### config.mk
export PLATFORM = sky130hd
export DESIGN_NAME = sbdst_regs
export DESIGN_NICKNAME = d
export VERILOG_FILES = /design/src/logic/sbdst_pkg.sv /design/src/logic/sbdst_prob_mem.sv /design/src/logic/sbdst_regs.sv
export SDC_FILE = /design/constraint.sdc
export NUM_CORES = 1
export LEC_CHECK = 0
export BUFFER_PORTS_ARGS = -buffer_cell sky130_fd_sc_hd__buf_2
export CAP_MARGIN = 20
export CELL_PAD_IN_SITES_DETAIL_PLACEMENT = 0
export CELL_PAD_IN_SITES_GLOBAL_PLACEMENT = 1
export CORE_ASPECT_RATIO = 0.6
export CORE_MARGIN = 5
export CORE_UTILIZATION = 45
export CTS_CLUSTER_SIZE = 25
export DETAILED_ROUTE_END_ITERATION = 10
export GPL_ROUTABILITY_DRIVEN = 0
export PLACE_DENSITY = 0.78
export SKIP_LAST_GASP = 1
export SYNTH_ARGS = -nofsm -noshare
export SYNTH_HDL_FRONTEND = slang
export SYNTH_SLANG_ARGS = --single-unit
### constraint.sdc
create_clock -name clk_sys -period 5.9 [get_ports clk_sys]
set_input_delay 0.59 -clock clk_sys [delete_from_list [all_inputs] [get_ports clk_sys]]
set_output_delay 0.59 -clock clk_sys [all_outputs]
set_load 0.01 [all_outputs]
### src/logic/sbdst_pkg.sv
/*
  constants for the drop statistics and discard table register slice:
  register numbers, field positions, reset values and the init length.
  assumes a 16-bit register number on the host port and 32-bit data.
*/
package sbdst_pkg;

  // ----------------------------------------------------------------
  // register numbers
  // ----------------------------------------------------------------
  localparam logic [15:0] SBDST_OFS_PORT1_DROP = 16'h1c06;
  localparam logic [15:0] SBDST_OFS_PORT2_DROP = 16'h1c07;
  localparam logic [15:0] SBDST_OFS_INIT_STATUS = 16'h1c08;
  localparam logic [15:0] SBDST_OFS_TABLE_CMD = 16'h1c09;
  localparam logic [15:0] SBDST_OFS_TABLE_WDATA = 16'h1c0a;
  localparam logic [15:0] SBDST_OFS_TABLE_RDATA = 16'h1c0b;
  localparam logic [15:0] SBDST_OFS_IRQ_STATUS = 16'h1c10;
  localparam logic [15:0] SBDST_OFS_IRQ_MASK = 16'h1c11;

  // ----------------------------------------------------------------
  // field layout
  // ----------------------------------------------------------------
  localparam int SBDST_READY_BIT = 0;
  localparam int SBDST_DIR_BIT = 4;
  localparam int SBDST_IDX_LSB = 0;
  localparam int SBDST_IDX_W = 4;
  localparam int SBDST_PROB_W = 10;
  localparam int SBDST_ENTRIES = 16;
  localparam int SBDST_USAGE_W = 8;
  localparam int SBDST_IRQ_W = 4;

  // interrupt status bit positions
  localparam int SBDST_IRQ_SAT1 = 0;
  localparam int SBDST_IRQ_SAT2 = 1;
  localparam int SBDST_IRQ_READY = 2;
  localparam int SBDST_IRQ_ACCESS = 3;

  // ----------------------------------------------------------------
  // reset values
  // ----------------------------------------------------------------
  localparam logic [31:0] SBDST_CNT_RESET = 32'h0000_0000;
  localparam logic [31:0] SBDST_CNT_MAX = 32'hffff_ffff;
  localparam logic SBDST_DIR_RESET = 1'h0;
  localparam logic [3:0] SBDST_IDX_RESET = 4'h0;
  localparam logic [9:0] SBDST_PROB_RESET = 10'h000;
  localparam logic [3:0] SBDST_IRQ_RESET = 4'h0;

  // ----------------------------------------------------------------
  // table initialisation length in clk_sys cycles
  // ----------------------------------------------------------------
  localparam logic [10:0] SBDST_INIT_CYCLES = 11'h400;

  // buffer usage band edges for the index map
  localparam logic [7:0] SBDST_BAND_NARROW_END = 8'h40;
  localparam logic [7:0] SBDST_BAND_MID_END = 8'h80;
  localparam logic [3:0] SBDST_BAND_MID_BASE = 4'h8;
  localparam logic [3:0] SBDST_BAND_WIDE_BASE = 4'hc;

  typedef enum logic [0:0] {
    SBDST_INIT_RUN = 1'b0,
    SBDST_INIT_DONE = 1'b1
  } sbdst_init_t;

endpackage

### src/logic/sbdst_prob_mem.sv
/*
  16 x 10 probability store with one write port and two read ports.
  read port a has its own enable and a registered output that holds
  between reads; port b loads its output register every cycle.
  contents are not cleared by reset.
*/
`timescale 1ns/1ps
module sbdst_prob_mem
  import sbdst_pkg::*;
(
  input wire logic clk_sys,
  input wire logic reset,
  input wire logic wr_en,
  input wire logic [sbdst_pkg::SBDST_IDX_W-1:0] wr_idx,
  input wire logic [sbdst_pkg::SBDST_PROB_W-1:0] wr_data,
  input wire logic rd_a_en,
  input wire logic [sbdst_pkg::SBDST_IDX_W-1:0] rd_a_idx,
  output logic [sbdst_pkg::SBDST_PROB_W-1:0] rd_a_data,
  input wire logic [sbdst_pkg::SBDST_IDX_W-1:0] rd_b_idx,
  output logic [sbdst_pkg::SBDST_PROB_W-1:0] rd_b_data
);
  import sbdst_pkg::*;

  typedef struct packed {
    logic [SBDST_ENTRIES-1:0][SBDST_PROB_W-1:0] mem;
    logic [SBDST_PROB_W-1:0] out_a;
    logic [SBDST_PROB_W-1:0] out_b;
  } sbdst_mem_state_t;

  sbdst_mem_state_t s_q;
  sbdst_mem_state_t s_d;

  always_comb
  begin
    s_d = s_q;
    if (wr_en)
    begin
      s_d.mem[wr_idx] = wr_data;
    end
    if (rd_a_en)
    begin
      s_d.out_a = s_q.mem[rd_a_idx];
    end
    s_d.out_b = s_q.mem[rd_b_idx];
  end

  // entries keep their contents through reset; only the outputs clear
  always_ff @(posedge clk_sys)
  begin
    s_q.mem <= s_d.mem;
    if (reset)
    begin
      s_q.out_a <= SBDST_PROB_RESET;
      s_q.out_b <= SBDST_PROB_RESET;
    end
    else
    begin
      s_q.out_a <= s_d.out_a;
      s_q.out_b <= s_d.out_b;
    end
  end

  assign rd_a_data = s_q.out_a;
  assign rd_b_data = s_q.out_b;

endmodule // sbdst_prob_mem

### src/logic/sbdst_regs.sv
/*
  buffer manager register slice: clear-on-read saturating drop counters
  for switch ports 1 and 2, the tables ready flag, the random discard
  table command, write data and read data registers, an interrupt
  status/mask pair and the yellow drop probability lookup.
  assumes drop pulses and the usage level come from logic on clk_sys,
  and a host that issues one-cycle read or write strobes.
*/
// Design decision made here: strobed register access.
// Function
// - count each port 1 packet dropped by the buffer manager
// - keep a separate 32-bit drop counter for port 2
// - reading a drop counter returns its value and clears it
// - counters stop at all ones and never wrap until read
// - both drop counters are zero after reset
// - every switch fabric reset restarts table initialisation
// - ready flag reads 0 after reset, sets itself when init completes
// - each command register write launches one table read or write
// - command bit 4 picks direction: 1 read, 0 write, resets to 0
// - command bits 3:0 select one of 16 entries, reset 0
// - index bands: 8 wide to 63, 16 wide to 127, 32 wide to 255
// - after a read command the entry appears in the read data register
// - each entry is a 10-bit yellow drop probability in 1/1024 units
`timescale 1ns/1ps
module sbdst_regs
  import sbdst_pkg::*;
(
  input wire logic clk_sys,
  input wire logic reset,
  input wire logic [15:0] reg_addr,
  input wire logic [31:0] reg_wdata,
  input wire logic reg_wr,
  input wire logic reg_rd,
  output logic [31:0] reg_rdata,
  input wire logic drop_port1,
  input wire logic drop_port2,
  input wire logic [sbdst_pkg::SBDST_USAGE_W-1:0] ingress_usage,
  output logic [sbdst_pkg::SBDST_PROB_W-1:0] yellow_drop_prob,
  output logic tables_ready_flag,
  output logic irq
);
  import sbdst_pkg::*;

  // ----------------------------------------------------------------
  // state
  // ----------------------------------------------------------------
  typedef struct packed {
    logic [31:0] port1_drop_counter;
    logic [31:0] port2_drop_counter;
    sbdst_init_t init_state;
    logic [10:0] init_count;
    logic tables_ready_flag;
    logic access_direction;
    logic [SBDST_IDX_W-1:0] table_index;
    logic [SBDST_PROB_W-1:0] discard_table_write_data;
    logic [SBDST_IRQ_W-1:0] irq_status;
    logic [SBDST_IRQ_W-1:0] irq_mask;
    logic read_pending;
    logic [31:0] rdata;
    logic irq;
    logic [SBDST_PROB_W-1:0] yellow_prob;
  } sbdst_state_t;

  sbdst_state_t s_q;
  sbdst_state_t s_d;

  logic wr_cmd;
  logic rd_cnt1;
  logic rd_cnt2;
  logic [SBDST_IRQ_W-1:0] irq_events;
  logic [SBDST_PROB_W-1:0] mem_rd_a_data;
  logic [SBDST_PROB_W-1:0] mem_rd_b_data;
  logic [SBDST_IDX_W-1:0] usage_index;
  logic table_wr_en;
  logic table_rd_en;

  // ----------------------------------------------------------------
  // address decode
  // ----------------------------------------------------------------
  assign wr_cmd = reg_wr && (reg_addr == SBDST_OFS_TABLE_CMD);
  assign rd_cnt1 = reg_rd && (reg_addr == SBDST_OFS_PORT1_DROP);
  assign rd_cnt2 = reg_rd && (reg_addr == SBDST_OFS_PORT2_DROP);
  assign table_wr_en = wr_cmd && !reg_wdata[SBDST_DIR_BIT];
  assign table_rd_en = wr_cmd && reg_wdata[SBDST_DIR_BIT];

  // ----------------------------------------------------------------
  // buffer usage to table index
  // ----------------------------------------------------------------
  always_comb
  begin
    if (ingress_usage < SBDST_BAND_NARROW_END)
    begin
      usage_index = {1'b0, ingress_usage[5:3]};
    end
    else if (ingress_usage < SBDST_BAND_MID_END)
    begin
      usage_index = SBDST_BAND_MID_BASE | {2'b00, ingress_usage[5:4]};
    end
    else
    begin
      usage_index = SBDST_BAND_WIDE_BASE | {2'b00, ingress_usage[6:5]};
    end
  end

  // ----------------------------------------------------------------
  // probability table
  // ----------------------------------------------------------------
  // contents survive reset and come up undefined
  sbdst_prob_mem u_prob_mem (
    .clk_sys(clk_sys),
    .reset(reset),
    .wr_en(table_wr_en),
    .wr_idx(reg_wdata[SBDST_IDX_W-1:0]),
    .wr_data(s_q.discard_table_write_data),
    .rd_a_en(table_rd_en),
    .rd_a_idx(reg_wdata[SBDST_IDX_W-1:0]),
    .rd_a_data(mem_rd_a_data),
    .rd_b_idx(usage_index),
    .rd_b_data(mem_rd_b_data)
  );

  // ----------------------------------------------------------------
  // next state
  // ----------------------------------------------------------------
  always_comb
  begin
    s_d = s_q;
    irq_events = '0;

    // drop counters: the read returns the old value, a drop in the same
    // cycle as the clearing read starts the new count at one
    // the saturation event fires once, on the step into all ones
    if (rd_cnt1)
    begin
      s_d.port1_drop_counter = {31'h0000_0000, drop_port1};
    end
    else if (drop_port1 && (s_q.port1_drop_counter != SBDST_CNT_MAX))
    begin
      s_d.port1_drop_counter = s_q.port1_drop_counter + 32'h0000_0001;
      irq_events[SBDST_IRQ_SAT1] = (s_q.port1_drop_counter == SBDST_CNT_MAX - 32'h1);
    end

    if (rd_cnt2)
    begin
      s_d.port2_drop_counter = {31'h0000_0000, drop_port2};
    end
    else if (drop_port2 && (s_q.port2_drop_counter != SBDST_CNT_MAX))
    begin
      s_d.port2_drop_counter = s_q.port2_drop_counter + 32'h0000_0001;
      irq_events[SBDST_IRQ_SAT2] = (s_q.port2_drop_counter == SBDST_CNT_MAX - 32'h1);
    end

    // ----------------------------------------------------------------
    // table initialisation after every fabric reset
    // ----------------------------------------------------------------
    case (s_q.init_state)
      SBDST_INIT_RUN:
      begin
        s_d.init_count = s_q.init_count + 11'h001;
        if (s_q.init_count == SBDST_INIT_CYCLES - 11'h001)
        begin
          s_d.init_state = SBDST_INIT_DONE;
          s_d.tables_ready_flag = 1'b1;
          irq_events[SBDST_IRQ_READY] = 1'b1;
        end
      end
      SBDST_INIT_DONE:
      begin
        s_d.tables_ready_flag = 1'b1;
      end
      default:
      begin
        s_d.init_state = SBDST_INIT_RUN;
      end
    endcase

    // ----------------------------------------------------------------
    // command register: each write launches one access
    // ----------------------------------------------------------------
    // index and direction are taken from the written word, so the access
    // uses the new values in the same cycle as the write
    if (wr_cmd)
    begin
      s_d.access_direction = reg_wdata[SBDST_DIR_BIT];
      s_d.table_index = reg_wdata[SBDST_IDX_LSB +: SBDST_IDX_W];
      irq_events[SBDST_IRQ_ACCESS] = !reg_wdata[SBDST_DIR_BIT];
    end
    // a read access is reported once the capture register holds the entry
    s_d.read_pending = table_rd_en;
    if (s_q.read_pending)
    begin
      irq_events[SBDST_IRQ_ACCESS] = 1'b1;
    end

    if (reg_wr && (reg_addr == SBDST_OFS_TABLE_WDATA))
    begin
      s_d.discard_table_write_data = reg_wdata[SBDST_PROB_W-1:0];
    end

    if (reg_wr && (reg_addr == SBDST_OFS_IRQ_MASK))
    begin
      s_d.irq_mask = reg_wdata[SBDST_IRQ_W-1:0];
    end

    // ----------------------------------------------------------------
    // interrupt status: write one to clear, a new event wins
    // ----------------------------------------------------------------
    if (reg_wr && (reg_addr == SBDST_OFS_IRQ_STATUS))
    begin
      s_d.irq_status = s_q.irq_status & ~reg_wdata[SBDST_IRQ_W-1:0];
    end
    s_d.irq_status = s_d.irq_status | irq_events;
    // irq trails the status register by one cycle
    s_d.irq = |(s_q.irq_status & s_q.irq_mask);

    // ----------------------------------------------------------------
    // register read data, valid the cycle after the strobe
    // ----------------------------------------------------------------
    s_d.rdata = 32'h0000_0000;
    if (reg_rd)
    begin
      case (reg_addr)
        SBDST_OFS_PORT1_DROP:
        begin
          s_d.rdata = s_q.port1_drop_counter;
        end
        SBDST_OFS_PORT2_DROP:
        begin
          s_d.rdata = s_q.port2_drop_counter;
        end
        SBDST_OFS_INIT_STATUS:
        begin
          s_d.rdata[SBDST_READY_BIT] = s_q.tables_ready_flag;
        end
        SBDST_OFS_TABLE_CMD:
        begin
          s_d.rdata[SBDST_DIR_BIT] = s_q.access_direction;
          s_d.rdata[SBDST_IDX_LSB +: SBDST_IDX_W] = s_q.table_index;
        end
        SBDST_OFS_TABLE_WDATA:
        begin
          s_d.rdata[SBDST_PROB_W-1:0] = s_q.discard_table_write_data;
        end
        SBDST_OFS_TABLE_RDATA:
        begin
          s_d.rdata[SBDST_PROB_W-1:0] = mem_rd_a_data;
        end
        SBDST_OFS_IRQ_STATUS:
        begin
          s_d.rdata[SBDST_IRQ_W-1:0] = s_q.irq_status;
        end
        SBDST_OFS_IRQ_MASK:
        begin
          s_d.rdata[SBDST_IRQ_W-1:0] = s_q.irq_mask;
        end
        default:
        begin
          s_d.rdata = 32'h0000_0000;
        end
      endcase
    end

    // lookup result for the discard logic
    // two registers deep: memory port b, then this output register
    s_d.yellow_prob = mem_rd_b_data;
  end

  // ----------------------------------------------------------------
  // registers
  // ----------------------------------------------------------------
  always_ff @(posedge clk_sys)
  begin
    if (reset)
    begin
      s_q.port1_drop_counter <= SBDST_CNT_RESET;
      s_q.port2_drop_counter <= SBDST_CNT_RESET;
      s_q.init_state <= SBDST_INIT_RUN;
      s_q.init_count <= 11'h000;
      s_q.tables_ready_flag <= 1'b0;
      s_q.access_direction <= SBDST_DIR_RESET;
      s_q.table_index <= SBDST_IDX_RESET;
      s_q.discard_table_write_data <= SBDST_PROB_RESET;
      s_q.irq_status <= SBDST_IRQ_RESET;
      s_q.irq_mask <= SBDST_IRQ_RESET;
      s_q.read_pending <= 1'b0;
      s_q.rdata <= 32'h0000_0000;
      s_q.irq <= 1'b0;
      s_q.yellow_prob <= SBDST_PROB_RESET;
    end
    else
    begin
      s_q <= s_d;
    end
  end

  // ----------------------------------------------------------------
  // outputs
  // ----------------------------------------------------------------
  assign reg_rdata = s_q.rdata;
  assign yellow_drop_prob = s_q.yellow_prob;
  assign tables_ready_flag = s_q.tables_ready_flag;
  assign irq = s_q.irq;

endmodule // sbdst_regs

# [Yosys cells after proc, flatten, opt, wreduce, memory -nomap -nowiden]
# Cells that the tools add are included.
[op_classes] addsub=3 order_cmp=5 n_reduce_logical=18 bitwise=6 mux=30 n_eq_ne=14
[ops] operator="$bwmux W160" n=1
[ops] operator="$eq A16 B13 Y1 const B" n=8
[ops] operator="$bmux W10 S4" n=2
[ops] operator="$add A32 B1 Y32 const B" n=2
[ops] operator="$eq A32 B32 Y1 const B" n=2
[ops] operator="$ne A32 B32 Y1 const B" n=2
[ops] operator="$pmux W22 S2" n=1
[ops] operator="$demux W10 S4" n=1
[ops] operator="$mux W10" n=3
[ops] operator="$pmux W3 S7" n=1
[ops] operator="$pmux W5 S4" n=1
[ops] operator="$mux W1" n=13
[ops] operator="$mux W12" n=1
[ops] operator="$add A11 B1 Y11 const B" n=1
[ops] operator="$eq A11 B10 Y1 const B" n=1
[ops] operator="$logic_and A1 B1 Y1" n=11
[ops] operator="$lt A4 B5 Y1 const B" n=2
[ops] operator="$and A4 B4 Y4" n=2
[ops] operator="$lt A8 B7 Y1 const B" n=1
[ops] operator="$lt A8 B8 Y1 const B" n=1
[ops] operator="$mux W4" n=2
[ops] operator="$pmux W1 S8" n=1
[ops] operator="$reduce_or A2 Y1" n=3
[ops] operator="$pmux W1 S5" n=1
[ops] operator="10 further kinds" n=12
[word_totals] ff_bits=324 out_inout_bits=44 elab_cells=110

# [Longest topological paths before layout]
[depth] depth_word=5 ltp_mapped=8 depth_no_buf=6

# [Hierarchy]
# From an unflattened synthesis, not the netlist that was laid out.
[unflattened] cells_unflattened=1399 area_unflattened_um2=15426.0
[modules_own_cells] module="sbdst_prob_mem" instances=1 area_each_um2=8380.5 cells_each=564
[modules_own_cells] module="sbdst_regs" instances=1 area_each_um2=7045.5 cells_each=835

# [Worst setup path after synthesis]
# Ideal clock, no wire load.
[synth_path] path_type="input to register" start="input port reg_addr[1]" end="register u_prob_mem.s_q[40] in the netlist's numbering, enable pin" cell_stages=7 t_arrival_ns=2.466 required_ns=5.510 path_slack_ns=3.044 path_buffers=2 path_cell_list="buf_2 -> and4bb_1 -> nor2b_1 -> buf_2 -> and4b_1 -> nand3_1 -> nor3_1"
[synth_via] elab_chain_cells=3
[synth_rtl] element="from (decl)" line="sbdst_regs.sv:30" text="input wire logic [15:0] reg_addr,"
[synth_rtl] element="$eq A16 B13 Y1" line="sbdst_regs.sv:80" text="assign wr_cmd = reg_wr && (reg_addr == SBDST_OFS_TABLE_CMD);"
[synth_rtl] element="$logic_and A1 B1 Y1" line="sbdst_regs.sv:80"
[synth_rtl] element="$logic_and A1 B1 Y1" line="sbdst_regs.sv:83" text="assign table_wr_en = wr_cmd && !reg_wdata[SBDST_DIR_BIT];"
[synth_rtl] element="to (decl)" line="sbdst_prob_mem.sv:30" text="sbdst_mem_state_t s_q;"
# Every way passes these cells.
# A chain may end at the register's enable or synchronous reset.

# [Worst setup path in the final report]
[layout_path] start="input port reg_addr[9]" end="register u_prob_mem.s_q[120] in the netlist's numbering, enable pin"
# The elaborated chain is that of the path after synthesis.

==> key figures <==
Logic synthesis
  • Post-Syn Area: 15,400 um^2
  • Ys async rst share: 0%
  • Seq/Total Area, Yosys: 52.4%
  • Ys Warns: 0
  • Synth area leader: edfxtp_1
  • Top FF cell, synth: dfxtp_1
  • Post-synth EDFFs: 160
  • Cells after synthesis: 1,315
  • Count of cell types in the netlist: 90
  • #FFs+latches synth: 324
  • Syn_nets: 1,382
  • Syn_area_per_cell: 11.7 um^2
  • Top-area cell type share of the netlist area: 31.1%
  • Ranking of synthesized cells by area: edfxtp_1 31%, dfxtp_1 21%, mux4_2 7.3%

CTS
  • TritonCTS Buffers: 31
  • CTS sink cnt: 324
  • Skew-Pair Late Insertion Delay: 0.57 ns
  • Hold_buf cts: 0
  • CTS max path bufs: 3
  • PostCTS Resize Cnt: 0
  • H-Tree Depth: 1
  • Clk root buf: clkbuf_16
  • CTS tree: done
  • Post-CTS Setup Bufs: 0
  • Reg clk slew, reported paths: 0.06 ns

Power and ir drop
  • P_sw: 1.05 mW
  • Max VDD drop: 0.220 mV
  • Sw Share: 21.5%
  • Clock share of power: 46.8%
  • Pwr Density: 286 nW/um^2
  • Sequential share of power: 48.5%
  • P_leak: 6.16 nW
  • Power Internal: 3.81 mW
  • Comb power frac: 4.6%

Layout
  • Layout area overhead: 10.2%
  • Finished Layout Cells: 1,819
  • Post-route cell area: 17,000 um^2
  • Nets: 1,399
  • Most frequent cells in the layout: 164 x dfxtp_1, 160 x edfxtp_1, 95 x nand2_1, 85 x mux2i_1, 81 x nor2_1
  • # fillers: 2,968
  • Layout Utilization: 50.3%
  • Layout cell share with drive strength beyond 1: 19.2%
  • Most common cell after layout, fill and taps aside: dfxtp_1

Place
  • Placed insts: 1,756
  • I/O Buffers: 80
  • DP Area: 15,800 um^2
  • Post-DP HPWL: 27,800 um

Min path
  • Worst hold start: reg_wdata[7]
  • WHS Endpoint: s_q[59]$_SDFFE_PP0P_
  • Worst hold path class: in2reg
  • Hold path depth: 3

Timing
  • Final hold violation count: 0
  • Measured slew at the worst slew-check pin: 1.13 ns
  • Fin crit period: 2.79 ns
  • Max Clk Rate: 358 MHz
  • Worst Skew: 0.0159 ns
  • Setup-failing EPs final: 0
  • Hold_ws: 0.265 ns
  • Worst slew margin: 24.3%
  • Period utilization: 47.3%
  • Post-route setup TNS: 0 ns
  • Max Slew Vio Count: 0
  • RSZ-0062 raised after global routing: no

Setup path
  • Origin of the critical flop-to-flop path: s_q[129]$_SDFFE_PP0P_
  • RR Endpoint: s_q[134]$_SDFFE_PP0P_
  • Crit path capture type: register
  • Worst Setup Path Type: in2reg
  • Critical-path cell list: buf_2 > nor3b_1 > and3_1 > and4b_1 > nand3_1 > nor2_1
  • Reg2reg setup slack: 3.33 ns
  • Worst path bufs/invs: 1
  • CP delay by family, top: simple AND/OR/NAND/NOR gates
  • Crit-path max cell delay: 0.93 ns
  • FF-to-FF path depth: 5
  • Slowest cell on crit path: nor2_1
  • Max FO, Critical Path: 10
  • Arrival time worst endpoint: 2.98 ns
  • Worst setup SP type: input port
  • Critical Path RT: 6.08 ns

Drt
  • Iteration-0 DRC Markers: 1,286
  • Via count: 10,900
  • Detail Route Antenna Nets: 0
  • TritonRoute pass-1 iters: 8
  • WL/cell: 22.3 um
  • DRT Wirelength: 40,600 um
  • DRC viols: 0
  • Vias per Instance: 5.99

Global route
  • Met2 Resource Use GR: 28.7%
  • First-pass GRT wire length: 62,700 um
  • Gr busiest metal: met1
  • Met1 GRT Util: 33.0%
  • GRT overflow: 0
  • Vias in the first global route: 10,300
  • Antenna violations before repair: 5
  • Largest net degree at the start of global routing: 58
  • GRT Total Usage: 20.7%
  • Met3 GRT Util: 4.87%

Die
  • # IOs: 106
  • Initial Util: 45.7%
  • Rows: 52
  • Die Area: 38,200 um^2
  • Chip width: 249 um
  • Die outline height: 153 um
  • Core area: 33,800 um^2

Outcome
  • Status: completed

Job
  • Max_cap viols: 0
[state kept, by name, summed over array words and instances (netlist names)]
name	flops
irq	1
reg_rdata	32
s_q	100
tables_ready_flag	1
u_prob_mem.rd_a_data	10
u_prob_mem.rd_b_data	10
u_prob_mem.s_q	160
yellow_drop_prob	10
[layout make-up]
| type | count | area [um^2] | share of cell area, % |
|---|---|---|---|
| multi-input combinational | 825 | 6380 | 37.6 |
| clock buffer | 35 | 811 | 4.77 |
| antenna | 4 | 10.0 | 0.0589 |
| tap | 459 | 574 | 3.38 |
| timing repair buffer | 106 | 607 | 3.57 |
| sequential | 324 | 8090 | 47.6 |
| inverter | 44 | 165 | 0.972 |
| clock inverter | 22 | 354 | 2.08 |
[routing by layer]
| metal | wire (um) | part of all wire (%) |
|---|---|---|
| met1 | 19400 | 48 |
| met3 | 3980 | 9.8 |
| met2 | 16700 | 41 |
| met5 | 7 | 0.017 |
| met4 | 588 | 1.4 |
[power groups by stage]
stage,clock network [mW],registers (mW),logic (mW)
final,2.28,2.36,0.225
after floorplan,0,2.40,0.172
after CTS,2.32,2.36,0.224
after global placement,0,2.41,0.221
after global routing,2.42,2.36,0.241
after detailed placement,0,2.41,0.223
[worst min-delay path: stages]
cell and delay, ns:
buf_2 0.09, nand2_1 0.05, a21oi_1 0.05
[cells in the mapped netlist (9+ instances only)]
cell	n
edfxtp_1	160
mux2i_1	85
dfxtp_1	164
buf_2	28
o21ai_1	19
nor3_1	11
or4_1	11
a21oi_1	67
a22oi_1	17
buf_4	50
xnor2_1	14
and3_1	10
or3_1	34
nand3_1	48
mux2_2	20
nor2b_1	20
mux4_2	50
a221oi_1	16
nand4_1	19
and4_1	17
o211ai_1	34
inv_1	39
o21ai_0	34
xor2_1	9
nor2_1	81
nand2_1	95
clkbuf_1	26
[through the flow]
step / power [mW] / worst slack, ns
2_1_floorplan: 2.58 / 3.04
3_3_place_gp: 2.63 / 2.45
3_5_place_dp: 2.63 / 2.48
4_1_cts: 4.90 / 3.08
5_1_grt: 5.01 / 2.92
6_report: 4.86 / 3.11
[cells by family after synthesis]
kind of cell,after synthesis,synth area share [%]
AOI/OAI and AO/OA,253,11.6
xor gates and xnor gates,23,1.31
adders and majority gates,5,0.406
buffers and inverters,166,6.24
DFF,324,52.4
muxes,156,14.4
and+or+nand+nor,388,13.6
[worst max-delay path by stage]
| stage | start | endpoint | slack, ns | cells past startpoint |
|---|---|---|---|---|
| 2_1_floorplan | reg_addr[1] | u_prob_mem.s_q[40]$_DFFE_PP_ | 3.04 | 7 |
| 3_3_place_gp | reg_wdata[0] | u_prob_mem.s_q[138]$_DFFE_PP_ | 2.45 | 4 |
| 3_5_place_dp | reg_wdata[0] | u_prob_mem.s_q[110]$_DFFE_PP_ | 2.48 | 4 |
| 4_1_cts | reg_wdata[0] | u_prob_mem.s_q[110]$_DFFE_PP_ | 3.08 | 4 |
| 5_1_grt | reg_wdata[0] | u_prob_mem.s_q[58]$_DFFE_PP_ | 2.92 | 5 |
| 6_report | reg_addr[9] | u_prob_mem.s_q[120]$_DFFE_PP_ | 3.11 | 6 |
No activity file was read; power rests on OpenSTA's default activity.
